## src/logic/dmaes_pkg.sv

```systemverilog
package dmaes_pkg;

  localparam int unsigned DATA_W = 32;
  localparam int unsigned ADDR_W = 4;

  // ----------------------------------------
  // Register byte offsets
  // ----------------------------------------
  localparam logic [ADDR_W-1:0] OFS_STATUS = 4'h0;
  localparam logic [ADDR_W-1:0] OFS_MASK = 4'h4;
  localparam logic [ADDR_W-1:0] OFS_CMD = 4'h8;

  // ----------------------------------------
  // Status field positions
  // ----------------------------------------
  localparam int unsigned BIT_TX_DONE = 0;
  localparam int unsigned BIT_TX_STOP = 1;
  localparam int unsigned BIT_TX_UNAV = 2;
  localparam int unsigned BIT_RX_DONE = 6;
  localparam int unsigned BIT_RX_UNAV = 7;
  localparam int unsigned BIT_RX_STOP = 8;
  localparam int unsigned BIT_RX_WDOG = 9;
  localparam int unsigned BIT_ABN_SUM = 15;
  localparam int unsigned POS_RX_STATE = 17;
  localparam int unsigned POS_TX_STATE = 20;
  localparam int unsigned STATE_W = 3;

  localparam logic [DATA_W-1:0] FLAG_BITS = 32'h000003C7;
  localparam logic [DATA_W-1:0] ABN_BITS = 32'h00000182;
  localparam logic [DATA_W-1:0] MASK_BITS = 32'h000083C7;
  localparam logic [DATA_W-1:0] MASK_RESET = 32'h00000000;

  // ----------------------------------------
  // Command bits (write one to issue)
  // ----------------------------------------
  localparam int unsigned BIT_CMD_TX_POLL = 0;
  localparam int unsigned BIT_CMD_RX_POLL = 1;

  // ----------------------------------------
  // Process state codes
  // ----------------------------------------
  localparam logic [STATE_W-1:0] ST_STOPPED = 3'h0;
  localparam logic [STATE_W-1:0] TX_ST_SUSP = 3'h6;
  localparam logic [STATE_W-1:0] RX_ST_SUSP = 3'h4;

  // ----------------------------------------
  // Receive watchdog window in bytes
  // ----------------------------------------
  localparam int unsigned WDOG_MIN = 2048;
  localparam int unsigned WDOG_MAX = 2560;
  localparam int unsigned WDOG_CNT_W = 12;

  typedef enum logic [1:0] {BUS_IDLE, BUS_ACK} dmaes_bus_t;

endpackage

```

## src/logic/dmaes_flag_if.sv

```systemverilog
`timescale 1ns/1ns
`default_nettype none
interface dmaes_flag_if #(parameter int unsigned W = 32);
  logic [W-1:0] set;
  logic [W-1:0] clr;
  logic [W-1:0] mask;
  logic [W-1:0] status;
  logic irq;

  modport ctrl (output set, output clr, output mask, input status, input irq);
  modport bank (input set, input clr, input mask, output status, output irq);
endinterface
`default_nettype wire

```

## src/logic/dmaes_flag_bank.sv

```systemverilog
`timescale 1ns/1ns
`default_nettype none
module dmaes_flag_bank #(
  parameter int unsigned W = 32
) (
  input wire logic clk_sys_i,
  input wire logic rst_n_i,
  dmaes_flag_if.bank flg
);

  // ----------------------------------------
  // Sticky bits, set beats clear
  // ----------------------------------------
  genvar i;
  generate
    for (i = 0; i < W; i++)
    begin : g_bit
      always_ff @(posedge clk_sys_i)
      begin
        if (!rst_n_i)
          flg.status[i] <= 1'b0;
        else if (flg.set[i])
          flg.status[i] <= 1'b1;
        else if (flg.clr[i])
          flg.status[i] <= 1'b0;
      end
    end
  endgenerate

  // ----------------------------------------
  // Interrupt level
  // ----------------------------------------
  always_ff @(posedge clk_sys_i)
  begin
    if (!rst_n_i)
      flg.irq <= 1'b0;
    else
      flg.irq <= |(flg.status & flg.mask);
  end

endmodule
`default_nettype wire

```

## src/logic/dmaes_top.sv

```systemverilog
// The placing of the registers and the Avalon-MM interface to the registers were left to the implementer.
`timescale 1ns/1ns
`default_nettype none
module dmaes_top #(
  parameter int unsigned WDOG_BYTES = dmaes_pkg::WDOG_MIN
) (
  input wire logic clk_sys_i,
  input wire logic rst_n_i,
  // Avalon-MM slave
  input wire logic [dmaes_pkg::ADDR_W-1:0] avs_address_i,
  input wire logic avs_read_i,
  input wire logic avs_write_i,
  input wire logic [dmaes_pkg::DATA_W-1:0] avs_writedata_i,
  input wire logic [3:0] avs_byteenable_i,
  output logic [dmaes_pkg::DATA_W-1:0] avs_readdata_o,
  output logic avs_waitrequest_o,
  output logic irq_o,
  // Transmit engine
  input wire logic [dmaes_pkg::STATE_W-1:0] tx_state_i,
  input wire logic tx_desc_fetch_i,
  input wire logic tx_desc_dma_owned_i,
  input wire logic tx_frame_sent_i,
  input wire logic tx_descriptor_word1_b31_i,
  output logic tx_suspend_o,
  output logic tx_poll_demand_o,
  output logic [dmaes_pkg::STATE_W-1:0] tx_state_o,
  // Receive engine
  input wire logic [dmaes_pkg::STATE_W-1:0] rx_state_i,
  input wire logic rx_desc_fetch_i,
  input wire logic rx_desc_dma_owned_i,
  input wire logic rx_frame_start_i,
  input wire logic rx_byte_i,
  input wire logic rx_frame_recognised_i,
  input wire logic rx_status_written_i,
  output logic rx_suspend_o,
  output logic rx_resume_o,
  output logic rx_poll_demand_o,
  output logic [dmaes_pkg::STATE_W-1:0] rx_state_o
);
  import dmaes_pkg::*;

  if (WDOG_BYTES < WDOG_MIN || WDOG_BYTES > WDOG_MAX)
  begin : g_chk
    $error("WDOG_BYTES outside the receive watchdog window");
  end

  if (WDOG_MAX >= (1 << WDOG_CNT_W))
  begin : g_chk_cnt
    $error("Watchdog counter too narrow for the window");
  end

  if (DATA_W != 32)
  begin : g_chk_w
    $error("Byte lanes assume a 32-bit data path");
  end

  // ----------------------------------------
  // Helpers
  // ----------------------------------------
  function automatic logic [DATA_W-1:0] be_mask(input logic [3:0] be);
    be_mask = {{8{be[3]}}, {8{be[2]}}, {8{be[1]}}, {8{be[0]}}};
  endfunction

  function automatic logic entered_stop(input logic [STATE_W-1:0] now,
                                        input logic [STATE_W-1:0] prev);
    entered_stop = (now == ST_STOPPED) && (prev != ST_STOPPED);
  endfunction

  function automatic logic addr_is(input logic [ADDR_W-1:0] a,
                                   input logic [ADDR_W-1:0] ofs);
    addr_is = (a == ofs);
  endfunction

  localparam logic [WDOG_CNT_W-1:0] WDOG_LIMIT = WDOG_CNT_W'(WDOG_BYTES);

  dmaes_flag_if #(.W(DATA_W)) flg ();

  dmaes_flag_bank #(.W(DATA_W)) u_bank (
    .clk_sys_i(clk_sys_i),
    .rst_n_i(rst_n_i),
    .flg(flg)
  );

  dmaes_bus_t bus_st;
  logic [DATA_W-1:0] mask;
  logic abn_sum;
  logic [STATE_W-1:0] tx_state_prev;
  logic [STATE_W-1:0] rx_state_prev;
  logic rx_prev_dma_owned;
  logic [WDOG_CNT_W-1:0] rx_len;
  logic rx_wdog_fired;
  logic wr_go;
  logic rd_go;
  logic [DATA_W-1:0] wmask;
  logic tx_host_desc;
  logic rx_host_desc;
  logic rx_wdog_hit;
  logic [DATA_W-1:0] next_set;
  logic [DATA_W-1:0] next_rd;
  logic wr_status;
  logic wr_mask;
  logic wr_cmd;

  // ----------------------------------------
  // Bus handshake
  // ----------------------------------------
  assign rd_go = avs_read_i && (bus_st == BUS_IDLE);
  assign wr_go = avs_write_i && (bus_st == BUS_ACK);
  assign wmask = avs_writedata_i & be_mask(avs_byteenable_i);

  always_ff @(posedge clk_sys_i)
  begin
    if (!rst_n_i)
    begin
      bus_st <= BUS_IDLE;
      avs_waitrequest_o <= 1'b1;
    end
    else
    begin
      case (bus_st)
        BUS_IDLE:
        begin
          if (avs_read_i || avs_write_i)
          begin
            bus_st <= BUS_ACK;
            avs_waitrequest_o <= 1'b0;
          end
        end
        BUS_ACK:
        begin
          bus_st <= BUS_IDLE;
          avs_waitrequest_o <= 1'b1;
        end
        default:
        begin
          bus_st <= BUS_IDLE;
          avs_waitrequest_o <= 1'b1;
        end
      endcase
    end
  end

  // ----------------------------------------
  // Write decode
  // ----------------------------------------
  assign wr_status = wr_go && addr_is(avs_address_i, OFS_STATUS);
  assign wr_mask = wr_go && addr_is(avs_address_i, OFS_MASK);
  assign wr_cmd = wr_go && addr_is(avs_address_i, OFS_CMD);

  // ----------------------------------------
  // Read data
  // ----------------------------------------
  always_comb
  begin
    next_rd = '0;
    case (avs_address_i)
      OFS_STATUS:
      begin
        next_rd = flg.status & FLAG_BITS;
        next_rd[BIT_ABN_SUM] = abn_sum;
        next_rd[POS_TX_STATE +: STATE_W] = tx_state_o;
        next_rd[POS_RX_STATE +: STATE_W] = rx_state_o;
      end
      OFS_MASK: next_rd = mask;
      default: next_rd = '0;
    endcase
  end

  always_ff @(posedge clk_sys_i)
  begin
    if (!rst_n_i)
      avs_readdata_o <= '0;
    else if (rd_go)
      avs_readdata_o <= next_rd;
  end

  // ----------------------------------------
  // Mask and commands
  // ----------------------------------------
  always_ff @(posedge clk_sys_i)
  begin
    if (!rst_n_i)
      mask <= MASK_RESET;
    else if (wr_mask)
      mask <= (mask & ~be_mask(avs_byteenable_i)) | (wmask & MASK_BITS);
  end

  always_ff @(posedge clk_sys_i)
  begin
    if (!rst_n_i)
    begin
      tx_poll_demand_o <= 1'b0;
      rx_poll_demand_o <= 1'b0;
    end
    else
    begin
      tx_poll_demand_o <= wr_cmd && wmask[BIT_CMD_TX_POLL];
      rx_poll_demand_o <= wr_cmd && wmask[BIT_CMD_RX_POLL];
    end
  end

  // ----------------------------------------
  // Flag bank hookup
  // ----------------------------------------
  assign flg.mask = mask;
  assign flg.clr = wr_status ? (wmask & FLAG_BITS) : '0;
  assign flg.set = next_set;

  assign tx_host_desc = tx_desc_fetch_i && !tx_desc_dma_owned_i;
  assign rx_host_desc = rx_desc_fetch_i && !rx_desc_dma_owned_i;
  assign rx_wdog_hit = rx_byte_i && !rx_frame_start_i && !rx_wdog_fired && (rx_len >= WDOG_LIMIT);

  always_comb
  begin
    next_set = '0;
    next_set[BIT_TX_DONE] = tx_frame_sent_i && tx_descriptor_word1_b31_i;
    next_set[BIT_TX_STOP] = entered_stop(tx_state_i, tx_state_prev);
    next_set[BIT_TX_UNAV] = tx_host_desc;
    next_set[BIT_RX_DONE] = rx_status_written_i;
    next_set[BIT_RX_UNAV] = rx_host_desc && rx_prev_dma_owned;
    next_set[BIT_RX_STOP] = entered_stop(rx_state_i, rx_state_prev);
    next_set[BIT_RX_WDOG] = rx_wdog_hit;
  end

  always_ff @(posedge clk_sys_i)
  begin
    if (!rst_n_i)
    begin
      abn_sum <= 1'b0;
      irq_o <= 1'b0;
    end
    else
    begin
      abn_sum <= |(flg.status & mask & ABN_BITS);
      irq_o <= flg.irq;
    end
  end

  // ----------------------------------------
  // Stop edge tracking
  // ----------------------------------------
  always_ff @(posedge clk_sys_i)
  begin
    if (!rst_n_i)
    begin
      tx_state_prev <= ST_STOPPED;
      rx_state_prev <= ST_STOPPED;
    end
    else
    begin
      tx_state_prev <= tx_state_i;
      rx_state_prev <= rx_state_i;
    end
  end

  // ----------------------------------------
  // Transmit suspension
  // ----------------------------------------
  always_ff @(posedge clk_sys_i)
  begin
    if (!rst_n_i)
      tx_suspend_o <= 1'b0;
    else if (tx_host_desc)
      tx_suspend_o <= 1'b1;
    else if (tx_poll_demand_o || tx_state_i == ST_STOPPED)
      tx_suspend_o <= 1'b0;
  end

  always_ff @(posedge clk_sys_i)
  begin
    if (!rst_n_i)
      tx_state_o <= ST_STOPPED;
    else if (tx_host_desc || (tx_suspend_o && !tx_poll_demand_o && tx_state_i != ST_STOPPED))
      tx_state_o <= TX_ST_SUSP;
    else
      tx_state_o <= tx_state_i;
  end

  // ----------------------------------------
  // Receive suspension
  // ----------------------------------------
  always_ff @(posedge clk_sys_i)
  begin
    if (!rst_n_i)
      rx_prev_dma_owned <= 1'b1;
    else if (rx_desc_fetch_i)
      rx_prev_dma_owned <= rx_desc_dma_owned_i;
  end

  always_ff @(posedge clk_sys_i)
  begin
    if (!rst_n_i)
    begin
      rx_suspend_o <= 1'b0;
      rx_resume_o <= 1'b0;
    end
    else
    begin
      rx_resume_o <= 1'b0;
      if (rx_host_desc)
        rx_suspend_o <= 1'b1;
      else if (rx_suspend_o && (rx_poll_demand_o || rx_frame_recognised_i))
      begin
        rx_suspend_o <= 1'b0;
        rx_resume_o <= 1'b1;
      end
      else if (rx_state_i == ST_STOPPED)
        rx_suspend_o <= 1'b0;
    end
  end

  always_ff @(posedge clk_sys_i)
  begin
    if (!rst_n_i)
      rx_state_o <= ST_STOPPED;
    else if (rx_host_desc || (rx_suspend_o && !rx_poll_demand_o && !rx_frame_recognised_i
             && rx_state_i != ST_STOPPED))
      rx_state_o <= RX_ST_SUSP;
    else
      rx_state_o <= rx_state_i;
  end

  // ----------------------------------------
  // Receive length watchdog
  // ----------------------------------------
  always_ff @(posedge clk_sys_i)
  begin
    if (!rst_n_i)
    begin
      rx_len <= '0;
      rx_wdog_fired <= 1'b0;
    end
    else if (rx_frame_start_i)
    begin
      rx_len <= rx_byte_i ? WDOG_CNT_W'(1) : '0;
      rx_wdog_fired <= 1'b0;
    end
    else if (rx_byte_i)
    begin
      if (rx_len != '1)
        rx_len <= rx_len + WDOG_CNT_W'(1);
      if (rx_wdog_hit)
        rx_wdog_fired <= 1'b1;
    end
  end

endmodule
`default_nettype wire

```

## config.mk

```make
export PLATFORM = sky130hd
export DESIGN_NAME = dmaes_top
export DESIGN_NICKNAME = d
export VERILOG_FILES = /design/src/logic/dmaes_pkg.sv /design/src/logic/dmaes_flag_if.sv /design/src/logic/dmaes_flag_bank.sv /design/src/logic/dmaes_top.sv
export SDC_FILE = /design/constraint.sdc
export NUM_CORES = 1
export LEC_CHECK = 0
export BUFFER_PORTS_ARGS = -buffer_cell sky130_fd_sc_hd__buf_4
export CAP_MARGIN = 20
export CORE_UTILIZATION = 52
export DETAILED_ROUTE_END_ITERATION = 6
export PLACE_DENSITY = 0.76
export RECOVER_POWER = 50
export SLEW_MARGIN = 10
export SYNTH_ARGS = -nofsm -noshare
export SYNTH_HDL_FRONTEND = slang
export SYNTH_SLANG_ARGS = --single-unit
```

## constraint.sdc

```tcl
create_clock -name clk_sys_i -period 2 [get_ports clk_sys_i]
set_input_delay 0.6 -clock clk_sys_i [delete_from_list [all_inputs] [get_ports clk_sys_i]]
set_output_delay 0.6 -clock clk_sys_i [all_outputs]
set_load 0.1 [all_outputs]
```

==> flow_summary.rst, run 1 <==
.. list-table::
   :header-rows: 1

   * - Metric
     - Value
   * - Initial antenna violation count
     - 0
   * - FF-to-FF setup slack
     - 0.41 ns
   * - Maximum clock frequency
     - 0.5853 GHz
   * - Count of clock tree sinks
     - 107
   * - Detailed-router iteration count before antenna repair
     - 4
   * - DRC errors left
     - 0
   * - Pins Over Slew Limit
     - 0
   * - Power Density
     - 835.3 nW/um^2
   * - Synth async-reset ratio
     - 0
   * - Total nets after synthesis
     - 481
   * - Final #Nets
     - 568
   * - Lkg Pwr
     - 1.996 nW
   * - Sort of element at the start of the critical path
     - primary input
   * - Type of the worst min-delay path
     - register to register
   * - Worst-path cell with the longest stage delay
     - sky130_fd_sc_hd__clkbuf_1
   * - Detail Route Antenna Nets
     - 0
   * - Endpoints failing setup
     - 0
   * - Boundary pin count
     - 105
   * - RSZ-0062 raised after global routing
     - false
   * - Via count of the first global-routing pass
     - 2918
   * - EDFF count, synth
     - 0
   * - TritonCTS clock tree
     - done
   * - WL/cell
     - 13.81 um
   * - Global-route wire length before repair
     - 13680 um
   * - Post-synthesis instance total
     - 419
   * - Required time at the endpoint of the critical path
     - 2.29 ns
   * - X dimension of the die
     - 88.27 um
   * - Quantity of gates resized following cts
     - 0
   * - Ordered list of cells on the worst path
     - buf_4 > nor4b_4 > clkbuf_1 > clkbuf_1 > nand3_1 > a21oi_1
   * - Clock latency of the later-clocked register in the worst-skew pair
     - 0.36 ns
   * - Most used flip-flop cell after synthesis
     - sky130_fd_sc_hd__dfxtp_1
   * - Number of DRC markers after the initial detailed-route iteration
     - 217
   * - Total number of vias
     - 3244
   * - Layout Skew
     - 0.009851 ns
   * - Reg clk slew, reported paths
     - 0.09 ns
   * - Clock Tree Root
     - sky130_fd_sc_hd__clkbuf_8
   * - Worst slew margin relative to its limit
     - 0.5860
   * - Share of layout cells above drive strength 1
     - 0.2153
   * - H-tree depth
     - 3
   * - Final critical-path required period
     - 1.708 ns
   * - Unique cell type count in the Yosys netlist
     - 46
   * - Placeable core area
     - 7214 um^2
   * - Post-route worst hold slack
     - 0.4388 ns
   * - Weighted congestion reported at the end of routability-driven placement
     - 0.8306
   * - Half-perimeter wire length of the detailed placement result
     - 6056 um
   * - Most prevalent standard cell on the critical path
     - sky130_fd_sc_hd__clkbuf_1
   * - Final setup margin
     - 0.2916 ns
   * - TritonCTS Buffers
     - 9
   * - Num rows
     - 31
   * - Post-route fraction of the period consumed by the critical path
     - 0.8542
   * - Category of the critical setup timing path
     - primary input to register
   * - Starting Density
     - 0.5364
   * - Worst slack after detailed placement
     - 0.03755 ns
   * - Stage delay of the slowest cell on the critical path
     - 0.40 ns
   * - Post-synthesis cell area
     - 3870 um^2
   * - Bufs on Longest Clock Path
     - 2
   * - Number of buffers added on ports
     - 80
   * - Sequential element share of the synthesized area
     - 0.5535
   * - Max rail drop VDD
     - 482.4 uV
   * - Via count normalized by instance count
     - 5.318
   * - Die height
     - 88.27 um
   * - Library cell occupying the most area in the post-synthesis netlist
     - sky130_fd_sc_hd__dfxtp_1
   * - Portion of synthesized cell area occupied by the leading cell type
     - 0.5535
   * - GRT Resource Usage Total
     - 0.2284
   * - Area of the die
     - 7792 um^2
   * - Accumulated negative setup slack
     - 0 ns
   * - Slew of the pin with the lowest slew margin
     - 0.6210 ns
   * - Number of diodes added for antenna fixing
     - 0
   * - Count of yosys warnings during synthesis
     - 0
   * - Final routed wirelength across all metal layers
     - 8422 um
   * - Arrival time worst endpoint
     - 2.00 ns
   * - CP Max Fanout
     - 10
   * - Congestion Overflow GR
     - 0
   * - Run status
     - completed
   * - Max Cap Violations
     - 0
   * - Mean cell area of the mapped netlist
     - 9.236 um^2
   * - Final Hold Vio Count
     - 0
   * - Synth-to-Final Area Change
     - 23.47%
   * - Ranking of synthesized cells by area
     - sky130_fd_sc_hd__dfxtp_1 55%, sky130_fd_sc_hd__a21oi_1 4.5%, sky130_fd_sc_hd__nand2_1 4.2%
   * - Maximum number of pins on one net before global-route repair
     - 33
   * - Postcts setup bufs
     - 0
   * - Cts hold-fix bufs
     - 0
   * - Critical path capture point type
     - register
   * - Synthesis-stage register bit count
     - 107
==> cell usage in the layout, fill, tap and decap left out, types with 3 or more instances in the layout <==
master	count
sky130_fd_sc_hd__and3_1	11
sky130_fd_sc_hd__clkbuf_8	10
sky130_fd_sc_hd__a21oi_1	35
sky130_fd_sc_hd__nand4_1	5
sky130_fd_sc_hd__nor2_1	39
sky130_fd_sc_hd__o21ai_0	22
sky130_fd_sc_hd__nand2b_1	7
sky130_fd_sc_hd__and4_1	5
sky130_fd_sc_hd__and2_0	3
sky130_fd_sc_hd__and2_1	19
sky130_fd_sc_hd__nor3_1	5
sky130_fd_sc_hd__inv_1	12
sky130_fd_sc_hd__clkbuf_1	10
sky130_fd_sc_hd__or3_1	4
sky130_fd_sc_hd__dfxtp_1	107
sky130_fd_sc_hd__mux2i_1	4
sky130_fd_sc_hd__buf_4	84
sky130_fd_sc_hd__a221oi_1	14
sky130_fd_sc_hd__nand2_1	43
sky130_fd_sc_hd__a31oi_1	4
sky130_fd_sc_hd__nand3_1	23
==> synthesized netlist by cell type, types with 4 or more instances <==
library cell / number
sky130_fd_sc_hd__a21oi_1: 35
sky130_fd_sc_hd__a221oi_1: 14
sky130_fd_sc_hd__a31oi_1: 4
sky130_fd_sc_hd__and2_1: 22
sky130_fd_sc_hd__and3_1: 11
sky130_fd_sc_hd__and4_1: 5
sky130_fd_sc_hd__buf_2: 5
sky130_fd_sc_hd__clkbuf_1: 15
sky130_fd_sc_hd__dfxtp_1: 107
sky130_fd_sc_hd__inv_1: 12
sky130_fd_sc_hd__mux2i_1: 4
sky130_fd_sc_hd__nand2_1: 43
sky130_fd_sc_hd__nand2b_1: 7
sky130_fd_sc_hd__nand3_1: 23
sky130_fd_sc_hd__nand4_1: 5
sky130_fd_sc_hd__nor2_1: 39
sky130_fd_sc_hd__nor3_1: 5
sky130_fd_sc_hd__o21ai_0: 22
sky130_fd_sc_hd__or3_1: 4
==> state kept, by name, summed over array words and instances, names as in the netlist, named ones only <==
signal and cells:
tx_suspend_o 1, avs_readdata_o 32, u_bank.flg.status 7, irq_o 1, tx_state_prev 3, rx_poll_demand_o 1
rx_state_o 3, u_bank.flg.irq 1, tx_state_o 3, rx_prev_dma_owned 1, rx_suspend_o 1, rx_wdog_fired 1
rx_state_prev 3, flg.mask 24, rx_len 12, avs_waitrequest_o 1, bus_st 1, abn_sum 1
tx_poll_demand_o 1, rx_resume_o 1
==> worst max-delay path: cells and delay by family <==
kind	cells	cell delay (ns)
buffers and inverters	3	0.82
AND/OR/NAND/NOR	2	0.42
AO/OA/AOI/OAI	1	0.16
==> metal layers <==
metal  track usage  vias up  part of all wire  routed length, um
met1        0.3109     1501              0.48               4032
met2        0.3608       89              0.46               3894
met4        0.1012        0             0.017                143
met5             0        -                 0                  0
li1              -     1642                 -                  -
met3       0.03545       12             0.042                352
==> through the flow <==
stage	cell area, um^2	utilization	power [mW]	std cells
6_report	4778	0.6623	3.991	610
5_1_grt	4778	0.6623	4.146	610
2_1_floorplan	3870	-	2.636	419
3_3_place_gp	4636	0.6426	2.805	594
4_1_cts	4821	0.6682	4.027	610
3_5_place_dp	4636	0.6426	2.814	594
==> final cells by class <==
cell class | count | area (um^2)
Inverter | 13 | 48.80
Tap cell | 99 | 123.9
Multi-Input combinational cell | 279 | 1594
Sequential cell | 107 | 2142
Clock inverter | 5 | 43.79
Timing Repair Buffer | 96 | 684.4
Fill cell | 635 | 2436
Clock buffer | 11 | 141.4
==> power breakdown <==
part / switching (mW) / internal [mW]
Combinational: 0.397 / 0.146
Sequential: 0.0339 / 2.18
Clock: 0.727 / 0.506
==> final timing paths <==
check	startpoint	to	cells after the start
max	avs_address_i[3]	avs_readdata_o[16]$_SDFFE_PN0P_	6
min	u_bank.flg.irq$_SDFF_PN0_	irq_o$_SDFF_PN0_	1
max reg2reg	rx_len[0]$_SDFFE_PN0P_	rx_len[0]$_SDFFE_PN0P_	5
min reg2reg	u_bank.flg.irq$_SDFF_PN0_	irq_o$_SDFF_PN0_	1
==> kinds of logic after synthesis <==
| logic type | Yosys count | share of synthesized area |
|---|---|---|
| mux | 5 | 0.01326 |
| fa+ha+maj | 2 | 0.006465 |
| simple gates | 175 | 0.2337 |
| compound gates | 95 | 0.1549 |
| buf+inv | 33 | 0.03362 |
| flops | 107 | 0.5535 |
| xor+xnor | 2 | 0.004527 |
Note: power is estimated with default switching activity, not from simulation.
==> inputs of run 2 (changes only) <==
--- a/config.mk
+++ b/config.mk
@@ -9,7 +9,7 @@
 export CAP_MARGIN = 20
 export CORE_UTILIZATION = 52
 export DETAILED_ROUTE_END_ITERATION = 6
-export PLACE_DENSITY = 0.76
+export PLACE_DENSITY = 0.85
 export RECOVER_POWER = 50
 export SLEW_MARGIN = 10
 export SYNTH_ARGS = -nofsm -noshare
==> flow_summary.rst, run 2 (synthesis results as in run 1) <==
.. list-table::
   :header-rows: 1

   * - Metric
     - Value
   * - Arrival time worst endpoint
     - 2.00 ns
   * - Area of the die
     - 7792 um^2
   * - Largest registers ranked by flip-flop count
     - avs_readdata_o (32), flg.mask (24), rx_len (12)
   * - GRT Resource Usage Total
     - 0.2287
   * - Cell internal power dissipation
     - 2.797 mW
   * - Sort of element at the start of the critical path
     - primary input
   * - Most common library cell in the layout ignoring fill and taps
     - sky130_fd_sc_hd__dfxtp_1
   * - Clock power frac
     - 0.307
   * - Lkg Pwr
     - 1.981 nW
   * - Max Cap Violations
     - 0
   * - Power Density
     - 838.6 nW/um^2
   * - Most prevalent standard cell on the critical path
     - sky130_fd_sc_hd__nand2_1
   * - Switching portion of total power
     - 0.2984
   * - RSZ-0062 raised after global routing
     - false
   * - Category of the critical setup timing path
     - primary input to register
   * - Pins Over Slew Limit
     - 0
   * - FF-to-FF setup slack
     - 0.45 ns
   * - Top Family by Delay on Critical Path
     - buffers and inverters
   * - Final routed wirelength across all metal layers
     - 8899 um
   * - Synth-to-Final Area Change
     - 22.86%
   * - TritonCTS clock tree
     - done
   * - Bufs on Longest Clock Path
     - 2
   * - Initial antenna violation count
     - 0
   * - Final critical-path required period
     - 1.685 ns
   * - Placeable core area
     - 7214 um^2
   * - Max FFs per register
     - 32
   * - Share of layout cells above drive strength 1
     - 0.2194
   * - Half-perimeter wire length of the detailed placement result
     - 6456 um
   * - Congestion Overflow GR
     - 0
   * - Maximum clock frequency
     - 0.5935 GHz
   * - Detail Route Antenna Nets
     - 0
   * - Layout Skew
     - 0.01238 ns
   * - Cts hold-fix bufs
     - 0
   * - Count of clock tree sinks
     - 107
   * - Final Hold Vio Count
     - 0
   * - Type of the worst min-delay path
     - primary input to register
   * - H-tree depth
     - 3
   * - Final #Nets
     - 563
   * - Combinational share of power
     - 0.137
   * - Endpoints failing setup
     - 0
   * - Via count normalized by instance count
     - 5.574
   * - Starting Density
     - 0.5364
   * - Max rail drop VDD
     - 490.9 uV
   * - Via count of the first global-routing pass
     - 3004
   * - Accumulated negative setup slack
     - 0 ns
   * - WP buf/inv
     - 2
   * - Required time at the endpoint of the critical path
     - 2.32 ns
   * - CP Max Fanout
     - 31
   * - Share of the core filled with cells
     - 0.6590
   * - Quantity of gates resized following cts
     - 0
   * - Worst-path cell with the longest stage delay
     - sky130_fd_sc_hd__clkbuf_1
   * - Die height
     - 88.27 um
   * - Final setup margin
     - 0.3151 ns
   * - Most used cells in the layout excluding fill and tap cells
     - 107 x sky130_fd_sc_hd__dfxtp_1, 86 x sky130_fd_sc_hd__buf_4, 43 x sky130_fd_sc_hd__nand2_1
   * - X dimension of the die
     - 88.27 um
   * - Largest register by flop count
     - avs_readdata_o
   * - Power spent charging and discharging nets
     - 1.190 mW
   * - Clock latency of the later-clocked register in the worst-skew pair
     - 0.37 ns
   * - Post-route worst hold slack
     - 0.4316 ns
   * - Number of diodes added for antenna fixing
     - 0
   * - Ordered list of cells on the worst path
     - buf_4 > clkbuf_1 > nand2_1 > nand2_1
   * - Clock Tree Root
     - sky130_fd_sc_hd__clkbuf_8
   * - Maximum number of pins on one net before global-route repair
     - 32
   * - Total number of vias
     - 3372
   * - DRC errors left
     - 0
   * - Worst slew margin relative to its limit
     - 0.2635
   * - Num rows
     - 31
   * - Detailed-router iteration count before antenna repair
     - 6
   * - Post-placement cell count
     - 589
   * - Reg clk slew, reported paths
     - 0.11 ns
   * - Global-route wire length before repair
     - 13720 um
   * - Run status
     - completed
   * - Number of DRC markers after the initial detailed-route iteration
     - 174
   * - Sequential fraction of design power
     - 0.556
   * - Slew of the pin with the lowest slew margin
     - 1.105 ns
   * - Fillcell total
     - 618
   * - TritonCTS Buffers
     - 9
   * - Post-route fraction of the period consumed by the critical path
     - 0.8424
   * - Critical path capture point type
     - register
   * - Worst slack after detailed placement
     - -0.04251 ns
   * - Weighted congestion reported at the end of routability-driven placement
     - 0.8738
   * - Boundary pin count
     - 105
   * - WL/cell
     - 14.71 um
   * - Postcts setup bufs
     - 0
   * - Stage delay of the slowest cell on the critical path
     - 0.83 ns
   * - Number of buffers added on ports
     - 80
   * - Non-filler instance count after layout
     - 605
==> run 2: cell count changes in the layout (fill, tap and decap cells not counted), sizes merged <==
| cell | previous run | this run |
|---|---|---|
| clkinv | 1 | 3 |
| clkinvlp | 2 | 3 |
| clkbuf | 23 | 14 |
| inv | 15 | 14 |
| buf | 84 | 86 |
==> run 2: power groups by stage <==
stage | Sequential, mW | Clock, mW | Combinational, mW
after floorplan | 2.50 | 0 | 0.139
after global placement | 2.26 | 0 | 0.537
after detailed placement | 2.27 | 0 | 0.548
after CTS | 2.22 | 1.25 | 0.550
after global routing | 2.22 | 1.33 | 0.576
final | 2.22 | 1.22 | 0.545
==> run 2: final cells by class <==
type | instances | area [um^2] | area share
Clock inverter | 7 | 61.31 | 0.01289
Inverter | 13 | 48.80 | 0.01026
Sequential cell | 107 | 2142 | 0.4505
Multi-Input combinational cell | 279 | 1588 | 0.3339
Timing Repair Buffer | 91 | 666.9 | 0.1403
Clock buffer | 9 | 123.9 | 0.02605
Tap cell | 99 | 123.9 | 0.02605
==> run 2: routing by layer <==
metal	global-route usage	vias up	routed length, um
li1	-	1635	-
met1	0.2964	1598	3904
met2	0.3734	119	4359
met3	0.04198	20	420
met4	0.1026	0	214
met5	0	-	0
==> run 2: metrics by stage <==
step                      power, mW  cell area [um^2]
final                         3.987              4755
after global routing          4.129              4755
after CTS                     4.012              4783
after detailed placement      2.815              4598
after global placement        2.801              4598
after floorplan               2.636              3870
==> run 2: worst paths after layout <==
path,to,cells past startpoint,start
setup reg to reg,rx_len[2]$_SDFFE_PN0P_,4,rx_len[9]$_SDFFE_PN0P_
hold / removal,u_bank.flg.status[7]$_SDFFE_PN0P_,2,avs_writedata_i[7]
setup / recovery,tx_state_o[2]$_SDFF_PN0_,4,rst_n_i
hold reg to reg,avs_readdata_o[25]$_SDFFE_PN0P_,2,avs_readdata_o[25]$_SDFFE_PN0P_
